--- config.mk ---
export PLATFORM = sky130hd
export DESIGN_NAME = legacy_irq_and_apic_handshake
export DESIGN_NICKNAME = d
export VERILOG_FILES = /design/src/rtl/irq_front_pkg.sv /design/src/rtl/sync2.sv /design/src/rtl/legacy_irq_and_apic_handshake.sv
export SDC_FILE = /design/constraint.sdc
export NUM_CORES = 1
export LEC_CHECK = 0
export BUFFER_PORTS_ARGS = -buffer_cell sky130_fd_sc_hd__buf_2
export CORE_ASPECT_RATIO = 1.75
export CORE_UTILIZATION = 45
export CTS_CLUSTER_SIZE = 12
export DETAILED_ROUTE_END_ITERATION = 8
export PLACE_DENSITY = 0.77
export SLEW_MARGIN = 10
export SYNTH_ARGS = -nofsm -noshare
export SYNTH_HDL_FRONTEND = slang
export SYNTH_SLANG_ARGS = --single-unit
--- constraint.sdc ---
create_clock -name sys_clk -period 2.1 [get_ports sys_clk]
set_clock_uncertainty 0.15 [all_clocks]
set_input_delay 0.21 -clock sys_clk [delete_from_list [all_inputs] [get_ports sys_clk]]
set_output_delay 0.21 -clock sys_clk [all_outputs]
set_load 0.02 [all_outputs]
--- src/rtl/irq_front_pkg.sv ---
// Constants and types shared by the interrupt front end
package irq_front_pkg;
    localparam int NUM_IRQ = 16;
    localparam logic [15:0] PROG_TRIG_MASK = 16'hcef8;
    localparam logic [15:0] HOLD_CHECK_MASK = 16'hcffa;
    localparam int KBD_LINE = 1;
    localparam int RTC_LINE = 8;
    localparam logic [3:0] DEFAULT_VECTOR = 4'h7;
    localparam logic [15:0] TRIG_RESET = 16'h0000;
    localparam int FLUSH_CYCLES_DEF = 4;
    typedef enum logic [1:0] {FL_IDLE, FL_FLUSH, FL_ACK} flush_state_t;
endpackage

--- src/rtl/sync2.sv ---
// Two flip-flop level synchroniser, parameter width
`timescale 1ns/100ps
module sync2 #(
    parameter int WIDTH = 1,
    parameter logic [WIDTH-1:0] INIT = '0
) (
    input wire logic sys_clk, // Clock
    input wire logic srst, // Synchronous reset
    input wire logic [WIDTH-1:0] d, // Asynchronous input
    output logic [WIDTH-1:0] q // Synchronised output
);
    logic [WIDTH-1:0] s1_r;
    logic [WIDTH-1:0] s1_nxt;
    logic [WIDTH-1:0] q_nxt;
    always_comb begin
        s1_nxt = d;
        q_nxt = s1_r;
    end
    always_ff @(posedge sys_clk) begin
        if (srst) begin
            s1_r <= INIT;
            q <= INIT;
        end else begin
            s1_r <= s1_nxt;
            q <= q_nxt;
        end
    end
endmodule // sync2

--- src/rtl/legacy_irq_and_apic_handshake.sv ---
// Legacy interrupt request front end and external I/O APIC handshake
// Functional notes
// - Flush request low starts buffer flush; acknowledge asserted only after flush finishes.
// - Flush acknowledge output is registered on the PCI-rate clock.
// - With controller in use, chip select low only when decode enabled and a PCI cycle hits the range.
// - Without external controller, handshake and timer pins are general-purpose I/O.
// - Timer output follows the system timer's request 0.
// - Keyboard request is rising-edge latched only, never level mode.
// - A request gone before acknowledge yields the default vector of line 7.
// - Lines 3-7, 9-11, 14-15 selectable edge or high level, edge after reset.
// - Clock request is active low, falling-edge latched, mode fixed.
// - Clock pin may be general input; with controller enabled it is an output.
// - Routed output carries SYSTEM_CONTROL_INTERRUPT and SMBus interrupts, else general-purpose output.
// - Acknowledge, select and routed outputs high in and after reset; timer low.
`timescale 1ns/100ps
module legacy_irq_and_apic_handshake
    import irq_front_pkg::*;
#(
    parameter int FLUSH_CYCLES = FLUSH_CYCLES_DEF
) (
    input wire logic sys_clk, // 100 MHz clock, PCI-rate domain
    input wire logic srst, // Synchronous reset, active high
    input wire logic ioapic_enable, // External interrupt controller in use
    input wire logic flush_request_n, // Flush request from controller, clock synchronous
    output logic flush_done_ack_n, // Flush acknowledge, active low
    output logic ioapic_select_n, // Controller chip select, active low
    output logic timer_irq_out, // Timer request 0 out
    output logic routed_sci_smbus_irq_n, // Routed SYSTEM_CONTROL_INTERRUPT/SMBus interrupt, active low
    input wire logic select_enable, // Chip select decode enabled
    input wire logic pci_cycle_valid, // PCI-originated cycle in progress
    input wire logic [31:0] pci_addr, // Address of that cycle
    input wire logic [31:0] ioapic_base, // Programmed range base
    input wire logic [31:0] ioapic_limit, // Programmed range last address
    output logic flush_start, // Pulse: start flushing buffers toward PCI
    input wire logic flush_buffers_empty, // Buffers toward PCI are empty
    input wire logic timer_timer_irq_out, // Internal timer request 0
    input wire logic system_control_interrupt, // Internal SYSTEM_CONTROL_INTERRUPT
    input wire logic smbus_irq, // Internal SMBus interrupt
    input wire logic gp_out_ack_alt, // General output value for acknowledge pin
    input wire logic gp_out_select_alt, // General output value for select pin
    input wire logic gp_out_timer_alt, // General output value for timer pin
    input wire logic gp_out_routed_alt, // General output value for routed pin
    output logic gp_in_request_alt, // General input read from request pin
    output logic gp_in_rtc_alt, // General input read from clock pin
    input wire logic rtc_gpi_select, // Software selects clock pin as general input
    input wire logic rtc_internal, // Internal real-time clock in use
    input wire logic rtc_irq_in_n, // Clock request pin input, active low
    output logic rtc_pin_out, // Clock pin output value
    output logic rtc_pin_oe_n, // Clock pin output enable, low drives
    input wire logic keyboard_irq_in, // Keyboard request pin
    input wire logic [NUM_IRQ-1:0] irq_in, // Other request pins, lines 3-7 9-11 14-15 used
    input wire logic [NUM_IRQ-1:0] level_mode, // 1 = high level sensitive per line
    input wire logic [NUM_IRQ-1:0] irq_enable, // Per-line enable
    input wire logic inta_pulse, // Interrupt acknowledge cycle pulse
    input wire logic [3:0] inta_line, // Line being acknowledged
    output logic cpu_intr, // Processor interrupt request
    output logic [3:0] inta_vector, // Line reported in acknowledge
    output logic inta_valid // Pulse: vector valid
);
    logic [NUM_IRQ-1:0] pins_raw;
    logic [NUM_IRQ-1:0] pins_s;
    logic flush_req_s;
    logic [NUM_IRQ-1:0] prev_r, prev_nxt;
    logic [NUM_IRQ-1:0] pend_r, pend_nxt;
    logic [NUM_IRQ-1:0] trig_r, trig_nxt;
    logic [NUM_IRQ-1:0] active;
    logic [NUM_IRQ-1:0] edge_hit;
    flush_state_t fl_r, fl_nxt;
    logic [7:0] fl_cnt_r, fl_cnt_nxt;
    logic ack_n_r, ack_n_nxt;
    logic sel_n_r, sel_n_nxt;
    logic tmr_r, tmr_nxt;
    logic rout_n_r, rout_n_nxt;
    logic start_r, start_nxt;
    logic [3:0] vec_r, vec_nxt;
    logic vval_r, vval_nxt;
    logic intr_r, intr_nxt;
    logic rtc_in_r, rtc_in_nxt;

    function automatic logic in_range(input logic [31:0] a, input logic [31:0] lo, input logic [31:0] hi);
        in_range = (a >= lo) && (a <= hi);
    endfunction

    // Request pins are asynchronous; rtc line stored active high after inversion
    always_comb begin
        pins_raw = irq_in & PROG_TRIG_MASK;
        pins_raw[KBD_LINE] = keyboard_irq_in;
        pins_raw[RTC_LINE] = ~rtc_irq_in_n;
    end

    sync2 #(.WIDTH(NUM_IRQ), .INIT('0)) u_sync_irq (
        .sys_clk(sys_clk),
        .srst(srst),
        .d(pins_raw),
        .q(pins_s)
    );

    // Flush request is synchronous to this clock by the far side
    // no synchroniser needed
    assign flush_req_s = flush_request_n;

    always_comb begin
        prev_nxt = pins_s;
        trig_nxt = level_mode & PROG_TRIG_MASK;
        edge_hit = pins_s & ~prev_r;
        active = (edge_hit & ~trig_r) | (pins_s & trig_r);
        pend_nxt = pend_r | (active & irq_enable);
        vec_nxt = vec_r;
        vval_nxt = 1'b0;
        if (inta_pulse) begin
            vval_nxt = 1'b1;
            if (HOLD_CHECK_MASK[inta_line] && !pins_s[inta_line]) begin
                vec_nxt = DEFAULT_VECTOR;
            end else begin
                vec_nxt = inta_line;
            end
            // New edge in the same cycle wins over the clear
            pend_nxt[inta_line] = active[inta_line] & irq_enable[inta_line];
        end
        // Level lines stay pending while held high
        pend_nxt = pend_nxt & (~trig_r | pins_s);
        intr_nxt = |(pend_r & irq_enable);
    end

    always_ff @(posedge sys_clk) begin
        if (srst) begin
            prev_r <= '0;
            pend_r <= '0;
            trig_r <= TRIG_RESET;
            vec_r <= 4'h0;
            vval_r <= 1'b0;
            intr_r <= 1'b0;
        end else begin
            prev_r <= prev_nxt;
            pend_r <= pend_nxt;
            trig_r <= trig_nxt;
            vec_r <= vec_nxt;
            vval_r <= vval_nxt;
            intr_r <= intr_nxt;
        end
    end

    // Flush handshake
    always_comb begin
        fl_nxt = fl_r;
        fl_cnt_nxt = fl_cnt_r;
        start_nxt = 1'b0;
        case (fl_r)
            FL_IDLE: begin
                if (ioapic_enable && !flush_req_s) begin
                    fl_nxt = FL_FLUSH;
                    start_nxt = 1'b1;
                    fl_cnt_nxt = 8'(FLUSH_CYCLES);
                end
            end
            FL_FLUSH: begin
                if (fl_cnt_r != 8'h00) begin
                    fl_cnt_nxt = fl_cnt_r - 8'h01;
                end else if (flush_buffers_empty) begin
                    fl_nxt = FL_ACK;
                end
            end
            FL_ACK: begin
                if (flush_req_s || !ioapic_enable) begin
                    fl_nxt = FL_IDLE;
                end
            end
            default: fl_nxt = FL_IDLE;
        endcase
    end

    always_comb begin
        ack_n_nxt = ioapic_enable ? !(fl_nxt == FL_ACK) : gp_out_ack_alt;
        sel_n_nxt = ioapic_enable ? !(select_enable && pci_cycle_valid && in_range(pci_addr, ioapic_base, ioapic_limit))
                                  : gp_out_select_alt;
        tmr_nxt = ioapic_enable ? timer_timer_irq_out : gp_out_timer_alt;
        rout_n_nxt = ioapic_enable ? !(system_control_interrupt || smbus_irq) : gp_out_routed_alt;
        rtc_in_nxt = pins_s[RTC_LINE];
    end

    always_ff @(posedge sys_clk) begin
        if (srst) begin
            fl_r <= FL_IDLE;
            fl_cnt_r <= 8'h00;
            start_r <= 1'b0;
            ack_n_r <= 1'b1;
            sel_n_r <= 1'b1;
            tmr_r <= 1'b0;
            rout_n_r <= 1'b1;
            rtc_in_r <= 1'b0;
        end else begin
            fl_r <= fl_nxt;
            fl_cnt_r <= fl_cnt_nxt;
            start_r <= start_nxt;
            ack_n_r <= ack_n_nxt;
            sel_n_r <= sel_n_nxt;
            tmr_r <= tmr_nxt;
            rout_n_r <= rout_n_nxt;
            rtc_in_r <= rtc_in_nxt;
        end
    end

    assign flush_done_ack_n = ack_n_r;
    assign ioapic_select_n = sel_n_r;
    assign timer_irq_out = tmr_r;
    assign routed_sci_smbus_irq_n = rout_n_r;
    assign flush_start = start_r;
    assign cpu_intr = intr_r;
    assign inta_vector = vec_r;
    assign inta_valid = vval_r;
    assign gp_in_request_alt = ioapic_enable ? 1'b1 : flush_req_s;
    assign gp_in_rtc_alt = (rtc_internal && rtc_gpi_select && !ioapic_enable) ? !rtc_in_r : 1'b0;
    assign rtc_pin_oe_n = !ioapic_enable;
    assign rtc_pin_out = !pend_r[RTC_LINE];
endmodule // legacy_irq_and_apic_handshake

=== Word-level counts from Yosys, hierarchy flattened ===
Memories as Yosys holds them, arrays and structs flattened.
Index checks and enable logic that the tools add are counted.

* $add $sub $neg: 1
* Magnitude comparators: 4
* Equal/unequal tests: 5
* Muxes and demuxes: 28
* Bitwise logic cells: 14
* Reductions and logical operators: 24

{| class="wikitable"
|+ Operators with widths
! operator !! number
|-
| $and 16x16->16 || 6
|-
| $or 16x16->16 || 3
|-
| $ge 32x32->1 || 1
|-
| $le 32x32->1 || 1
|-
| $not 16->16 || 2
|-
| $bwmux 16 || 1
|-
| $mux 16 || 1
|-
| $mux 8 || 2
|-
| $pmux 8 s2 || 1
|-
| $reduce_or 16->1 || 1
|-
| $mux 1 || 13
|-
| $bmux 1 s4 || 3
|-
| $logic_and 1x1->1 || 8
|-
| $logic_not 1->1 || 8
|-
| $mux 2 || 4
|-
| $reduce_bool 8->1 || 1
|-
| $sub 8x1->8 const B || 1
|-
| $pmux 2 s3 || 1
|-
| $lt 4x5->1 const B || 1
|-
| $demux 1 s4 || 1
|-
| $eq 2x2->1 const B || 2
|-
| $ge 4x1->1 const B || 1
|-
| $mux 4 || 1
|-
| $ne 2x2->1 const B || 2
|-
| 8 further kinds || 10
|}

* Register bits: 102
* Bits in read-only memories: 16
* Input port bits: 167
* Word-level logic and storage cells: 95
* Memories kept: 1

{| class="wikitable"
|+ Memory list
! name !! depth !! bits a word !! read ports !! clocked after Yosys merged registers in !! wr ports !! RTL line !! source
|-
| (name not given) || 16 || 1 || 1 || 0 || 0 || legacy_irq_and_apic_handshake.sv:112 || <nowiki>if (HOLD_CHECK_MASK[inta_line] && !pins_s[inta_line]) begin</nowiki>
|}

=== Logic depth before layout (Yosys ltp) ===
Gate-level depths: netlist of run 1.

* Word-level depth: 10
* Depth in mapped cells: 9
* Mapped depth without buffers: 8

=== Hierarchy ===
A second synthesis of run 1 with hierarchy kept.

* Cell total of the unflattened synthesis: 623
* Area total of the unflattened synthesis: 5,449.0 um^2

{| class="wikitable"
|+ Modules (own cells, without submodules)
! module !! instances !! cells an instance !! area each (um^2) !! sequential area each (um^2)
|-
| legacy_irq_and_apic_handshake || 1 || 556 || 4,585.6 || 1,261.2
|-
| sync2 || 1 || 67 || 863.3 || 640.6
|}

=== Worst setup path before layout of run 1 ===
No wires, ideal clock.

* Path kind: register -> register
* From: register fl_cnt_r[3]
* To: register fl_cnt_r[5]
* Setup time: 0.118 ns
* Arrival time: 1.725 ns
* Required time: 1.832 ns
* Path slack: 0.107 ns
* Cell stages (with the launch flop): 7
* Buffers on the path: 0
* Clock period less this slack: 1.993 ns
* Cell sequence: dfxtp_1 -> or4_1 -> o31a_1 -> o21ai_1 -> or3_1 -> xor2_1 -> nor2_1

* Word-level cells in the longest chain between the ends: 3
* Elaborated cells on any way between the ends: 6

{| class="wikitable"
|+ RTL lines
! item !! RTL line !! source
|-
| from (decl) || legacy_irq_and_apic_handshake.sv:69 || <nowiki>logic [7:0] fl_cnt_r, fl_cnt_nxt;</nowiki>
|-
| from (signal assigned) || legacy_irq_and_apic_handshake.sv:193 || <nowiki>fl_cnt_r <= fl_cnt_nxt;</nowiki>
|-
| $sub 8x1->8 / $reduce_bool 8->1 (equally long branches) || legacy_irq_and_apic_handshake.sv:158, legacy_irq_and_apic_handshake.sv:157 ||
|-
| $mux 8 / $ne 2x2->1 (equally long branches) || -- ||
|-
| $pmux 8 s2 / $reduce_and 3->1 (equally long branches) || -- ||
|}

Several ways; a longest one is shown, not always the timed one. The select of a mux whose other input is x is not followed.
A chain may end at the register's enable or synchronous reset.

=== Final worst setup path of run 1 ===
* From: register fl_cnt_r[4]
* To: register fl_cnt_r[5]

The elaborated chain is that of the path after synthesis.

==> results of run 1 <==
## what timing repair did
item / CTS / global route
endpoints found under the setup margin: 1 / 5
endpoints found under the hold margin: 26 / 0
pin swaps: 0 / 2
buffers inserted: 0 / 1
hold buffers: 28 / 0
resized for setup: 1 / 4
## metrics by stage
step	hold WS (ns)	util [%]	std cells
3_3_place_gp	0.214	57.3	897
4_1_cts	0.00871	63.1	941
6_report	0.0141	63.3	942
2_1_floorplan	0.127	-	584
5_1_grt	0.0189	63.3	942
3_5_place_dp	0.213	57.3	897
## cells by family (layout without fill, tap and decap cells)
family	count (synthesis)	count (layout)
muxes	10	10
AOI/OAI and AO/OA	128	128
adders and majority gates	65	65
and+or+nand+nor	185	185
DFF	83	83
buffers and inverters	107	335
xor gates and xnor gates	6	6
## cells in the final DEF, fill, tap and decap left out, types with 5 or more instances in the layout
master	instances
a21oi_1	41
dfxtp_1	82
nor3_1	13
clkbuf_16	9
inv_1	85
o21ai_0	12
o21a_1	11
dlygate4sd3_1	28
a221oi_1	13
nand4_1	8
nand2b_1	11
nor2b_1	40
buf_2	169
nor2_1	44
nor4_1	5
a31oi_1	10
mux4_2	8
nand3_1	10
nand2_1	37
buf_4	32
ha_1	65
## per-layer routing
metal	up-vias	wire length (um)	global-route usage, %
li1	2482	-	-
met1	2271	5010	23.3
met2	236	7470	47.9
met3	64	798	5.24
met4	0	878	18.4
met5	-	0	0
## registers in the layout, summed over array words and instances (netlist names), 2 cells and up, named ones only
name and cells:
prev_r 12, fl_cnt_r 8, pend_r 12, u_sync_irq.q_nxt 12, trig_r 10, u_sync_irq.q 12
fl_r 2, inta_vector 4
## cell type report
| class | instances | share of cell area [%] |
|---|---|---|
| clock buffer | 9 | 3.33 |
| multi-input combinational | 394 | 42.5 |
| timing repair buffer | 230 | 20.5 |
| clock inverter | 7 | 1.72 |
| tap | 130 | 2.40 |
| sequential | 83 | 24.6 |
| inverter | 89 | 4.94 |
## path summary, 6_finish.rpt
path                        start                to  slack [ns]  depth (start not counted)
max reg2reg           fl_cnt_r[4]       fl_cnt_r[5]        0.10                          6
max                   fl_cnt_r[4]       fl_cnt_r[5]        0.10                          6
min reg2reg  u_sync_irq.q_nxt[11]  u_sync_irq.q[11]        0.28                          1
min                    inta_pulse    inta_vector[2]        0.01                          2
## critical path, cell delays in order, from the launching register on
cell	delay (ns)
dfxtp_4	0.34
or4_4	0.52
o31a_1	0.31
o21ai_2	0.19
or3_1	0.14
xor2_1	0.16
nor2_1	0.07
## where the power goes
part	internal (mW)	leakage, nW	total (mW)	switching [mW]
clock network	1.16	0.165	1.80	0.640
logic	0.497	2.47	0.993	0.496
registers	1.67	0.683	1.72	0.0524
total	3.32	3.32	4.51	1.19
==> flow_summary.toml, run 1 <==
[floorplanning]
die_w_um = 81.3
start_util_pct = 46.3
rows = 50
die_area_um2 = 11400
die_h_um = 141
core-area_um2 = 10700
ios = 182

[grt]
grt_max_degree = 80
track_usage_pct = 25.7
antenna_found_initial = 0
grt_overflow = 0
grt_pass1_vias = 5189
grt_pass1_wl_mm = 22.4

[sta]
hold_viol = 0
period_minus_slack_ns = 2.00
max_freq_ghz = 0.500
timing.final.ws_setup_ns = 0.101
slew_viol_final = 0
tns_ns = 0
slew_headroom_pct = 59.3
worst_slew_pin_slew_ns = 0.606
finalSetupViolCount = 0
finalCritPeriodShare_pct = 95.2

[cells_and_area]
multi_input_area_um2 = 2880
drive_above_1_share_pct = 29.2
areaGrowthSynthToFinish_pct = 36.7
seqCellArea_um2 = 1670
fin_nets = 1039
diodes = 0
nFillCells = 897
final_cell_area_um2 = 6770

[clocking]
root_buffer = "clkbuf_16"
cts_tree = "built"
cts_made_buffers = 9
cts_htree_levels = 3
clk_pin_slew_ns = 0.06
clock-sinks = 83
clk_latency_ns = 0.34
clockBufferDepth = 2

[synth]
synthMuxAreaShare_pct = 4.04
yosysUniqueCellTypes = 57
synth_xor_area_share_pct = 1.06
yosys_warnings = 0
synth_fp_nets = 816
yosysTopAreaCell = "dfxtp_1"
synth_area_um2 = 4950
synth-simple-area-share_pct = 19.2
synth_area_per_cell_um2 = 8.48
synth_top_family_by_area = "simple AND/OR/NAND/NOR gates"
synthAdderAreaFrac_pct = 16.4
ys_seq_area_share_pct = 33.6
synth_ff_type = "dfxtp_1"
synth_edf_count = 0
synth_top_cells_by_count = "inv_1, dfxtp_1, ha_1"
synth-compound-area-share_pct = 17.2
synth_top_area_share_pct = 33.6
synthArstFlopShare_pct = 0
synth_area_leaders = "dfxtp_1, ha_1, inv_1, nor2b_1, a21oi_1"
synth_most_common_cell = "inv_1"
syn_inst = 584
synth-seq-cells = 83

[placement]
numPortBuffers = 169
placed_cell_area_um2 = 6120
gp_congestion = 0.884
pre_cts_slack_ns = -0.200
hpwl_mm = 11.4

[setup_path]
cp-end-kind = "flop"
start_kind = "flop"
cp_max_fo = 3
worstSetupPathType = "flop to flop"
arrival_ns = 2.07
required_ns = 2.17

[run]
maxCapViolCount = 0

[routing]
wirelength_mm = 14.2
drt-vias-per-instance = 5.36
ant_nets = 0
vias = 5053
wl_per_cell_um = 15.0
drtIter0Drc = 146
firstDrtPassIters = 4
post-route-drc-count = 0

[power_and_ir_drop]
total_power_mw = 4.51
p_leak_nw = 3.32
power_density_nw_per_um2 = 667
ir_drop_mv = 0.573

[status]
run_status = "complete, no violations"

[hold_path]
hp-class = "input port to flop"
No activity file was read; power rests on OpenSTA's default activity.
==> run 2: changes to the inputs <==
RECOVER_POWER = 50   (was not set)
==> run 2 against run 1 <==
  * Combinational power about the same
  * Critical path depth unchanged
  * First-iteration DRC count up 2.1%
  * Utilization down 0.070 points
  * Non-clock buffer count unchanged
  * Sequential power about the same
  * Largest cell class unchanged
  * Critical path type unchanged
  * Sequential share of layout area about the same
==> flow_summary.toml, run 2 (same netlist as run 1, synthesis figures left out) <==
[clocking]
clockBufferDepth = 2
cts_htree_levels = 3
cts_tree = "built"
cts_made_buffers = 9
clk_latency_ns = 0.34
root_buffer = "clkbuf_16"
clk_pin_slew_ns = 0.06
clock-sinks = 83

[routing]
post-route-drc-count = 0
drtIter0Drc = 149
drt-vias-per-instance = 5.36
firstDrtPassIters = 4
wirelength_mm = 14.1
vias = 5048
ant_nets = 0
wl_per_cell_um = 15.0

[setup_path]
timing.rr.start = "fl_cnt_r[4]"
cp_max_fo = 3
start_kind = "flop"
required_ns = 2.17
cp-end-kind = "flop"
cp-startpoint = "fl_cnt_r[4]"
worstSetupPathType = "flop to flop"
arrival_ns = 2.07

[placement]
gp_congestion = 0.884
placed_cell_area_um2 = 6120
dp_cells = 897
numPortBuffers = 169
pre_cts_slack_ns = -0.200
hpwl_mm = 11.4

[sta]
max_freq_ghz = 0.500
timing.final.ws_setup_ns = 0.101
worst_slew_pin_slew_ns = 0.606
tns_ns = 0
timing.hold.ws_ns = 0.0112
finalCritPeriodShare_pct = 95.2
slew_viol_final = 0
hold_viol = 0
slew_headroom_pct = 59.3
period_minus_slack_ns = 2.00
finalSetupViolCount = 0

[floorplanning]
core-area_um2 = 10700
start_util_pct = 46.3
ios = 182
die_w_um = 81.3
rows = 50
die_h_um = 141
die_area_um2 = 11400

[grt]
grt_pass1_wl_mm = 22.4
grt_overflow = 0
grt_pass1_vias = 5189
track_usage_pct = 25.7
grt_max_degree = 80
antenna_found_initial = 0

[power_and_ir_drop]
p_leak_nw = 3.31
total_power_mw = 4.51
power_density_nw_per_um2 = 667
ir_drop_mv = 0.573

[cells_and_area]
fin_util_pct = 63.2
final_cell_area_um2 = 6760
layout_commonest_cell = "buf_2"
drive_above_1_share_pct = 28.7
diodes = 0
final_cell_mix = "buf_2, inv_1, dfxtp_1, ha_1, nor2_1"
fin_nets = 1039
areaGrowthSynthToFinish_pct = 36.6
nFillCells = 901
final_cells = 942

[hold_path]
hp-start = "inta_pulse"
hp-class = "input port to flop"

[status]
run_status = "complete, no violations"

[run]
maxCapViolCount = 0
==> run 2: cell types whose count changed in the layout (fill, tap and decap cells not counted) <==
cell and change:
buf_2 -3, buf_4 -3, clkbuf_1 +4, clkbuf_4 +2
==> run 2: cell type report <==
cell class / count / area [um2] / area share, %
clock buffer: 9 / 225 / 3.33
clock inverter: 7 / 116 / 1.72
inverter: 89 / 334 / 4.94
multi-input combinational: 394 / 2880 / 42.6
sequential: 83 / 1670 / 24.6
tap: 130 / 163 / 2.41
timing repair buffer: 230 / 1380 / 20.4
==> run 2: repair_timing <==
item                                    in CTS  in global routing
buffers inserted                             0                  1
hold buffers                                28                  0
pin swaps                                    0                  2
gates resized for setup                      1                  4
hold endpoints to repair                    26                  0
endpoints found under the setup margin       1                  5
cloned                                       0                  0
==> run 2: routing by layer <==
layer | up-vias | share of wire, % | wire (um) | track usage (%)
met1 | 2273 | 35 | 4970 | 23.3
met3 | 62 | 5.7 | 799 | 5.24
met4 | 0 | 6.0 | 853 | 18.4
met5 | - | 0 | 0 | 0
met2 | 229 | 53 | 7500 | 47.9
li1 | 2484 | - | - | -
==> run 2: final timing paths <==
kind | end | slack [ns] | depth (start not counted)
max reg2reg | fl_cnt_r[5] | 0.10 | 6
min | inta_vector[2] | 0.01 | 2
min reg2reg | u_sync_irq.q[11] | 0.28 | 1
max | fl_cnt_r[5] | 0.10 | 6
==> run 2: worst max-delay path: stages, from the launching register on <==
cell	delay, ns
dfxtp_4	0.34
or4_4	0.52
o31a_1	0.31
o21ai_2	0.19
or3_1	0.14
xor2_1	0.16
nor2_1	0.07
==> run 2: where the power goes <==
group	total, mW	internal (mW)	switching, mW
Clock	1.80	1.16	0.642
Combinational	0.990	0.495	0.494
Sequential	1.72	1.67	0.0524
Total	4.51	3.32	1.19
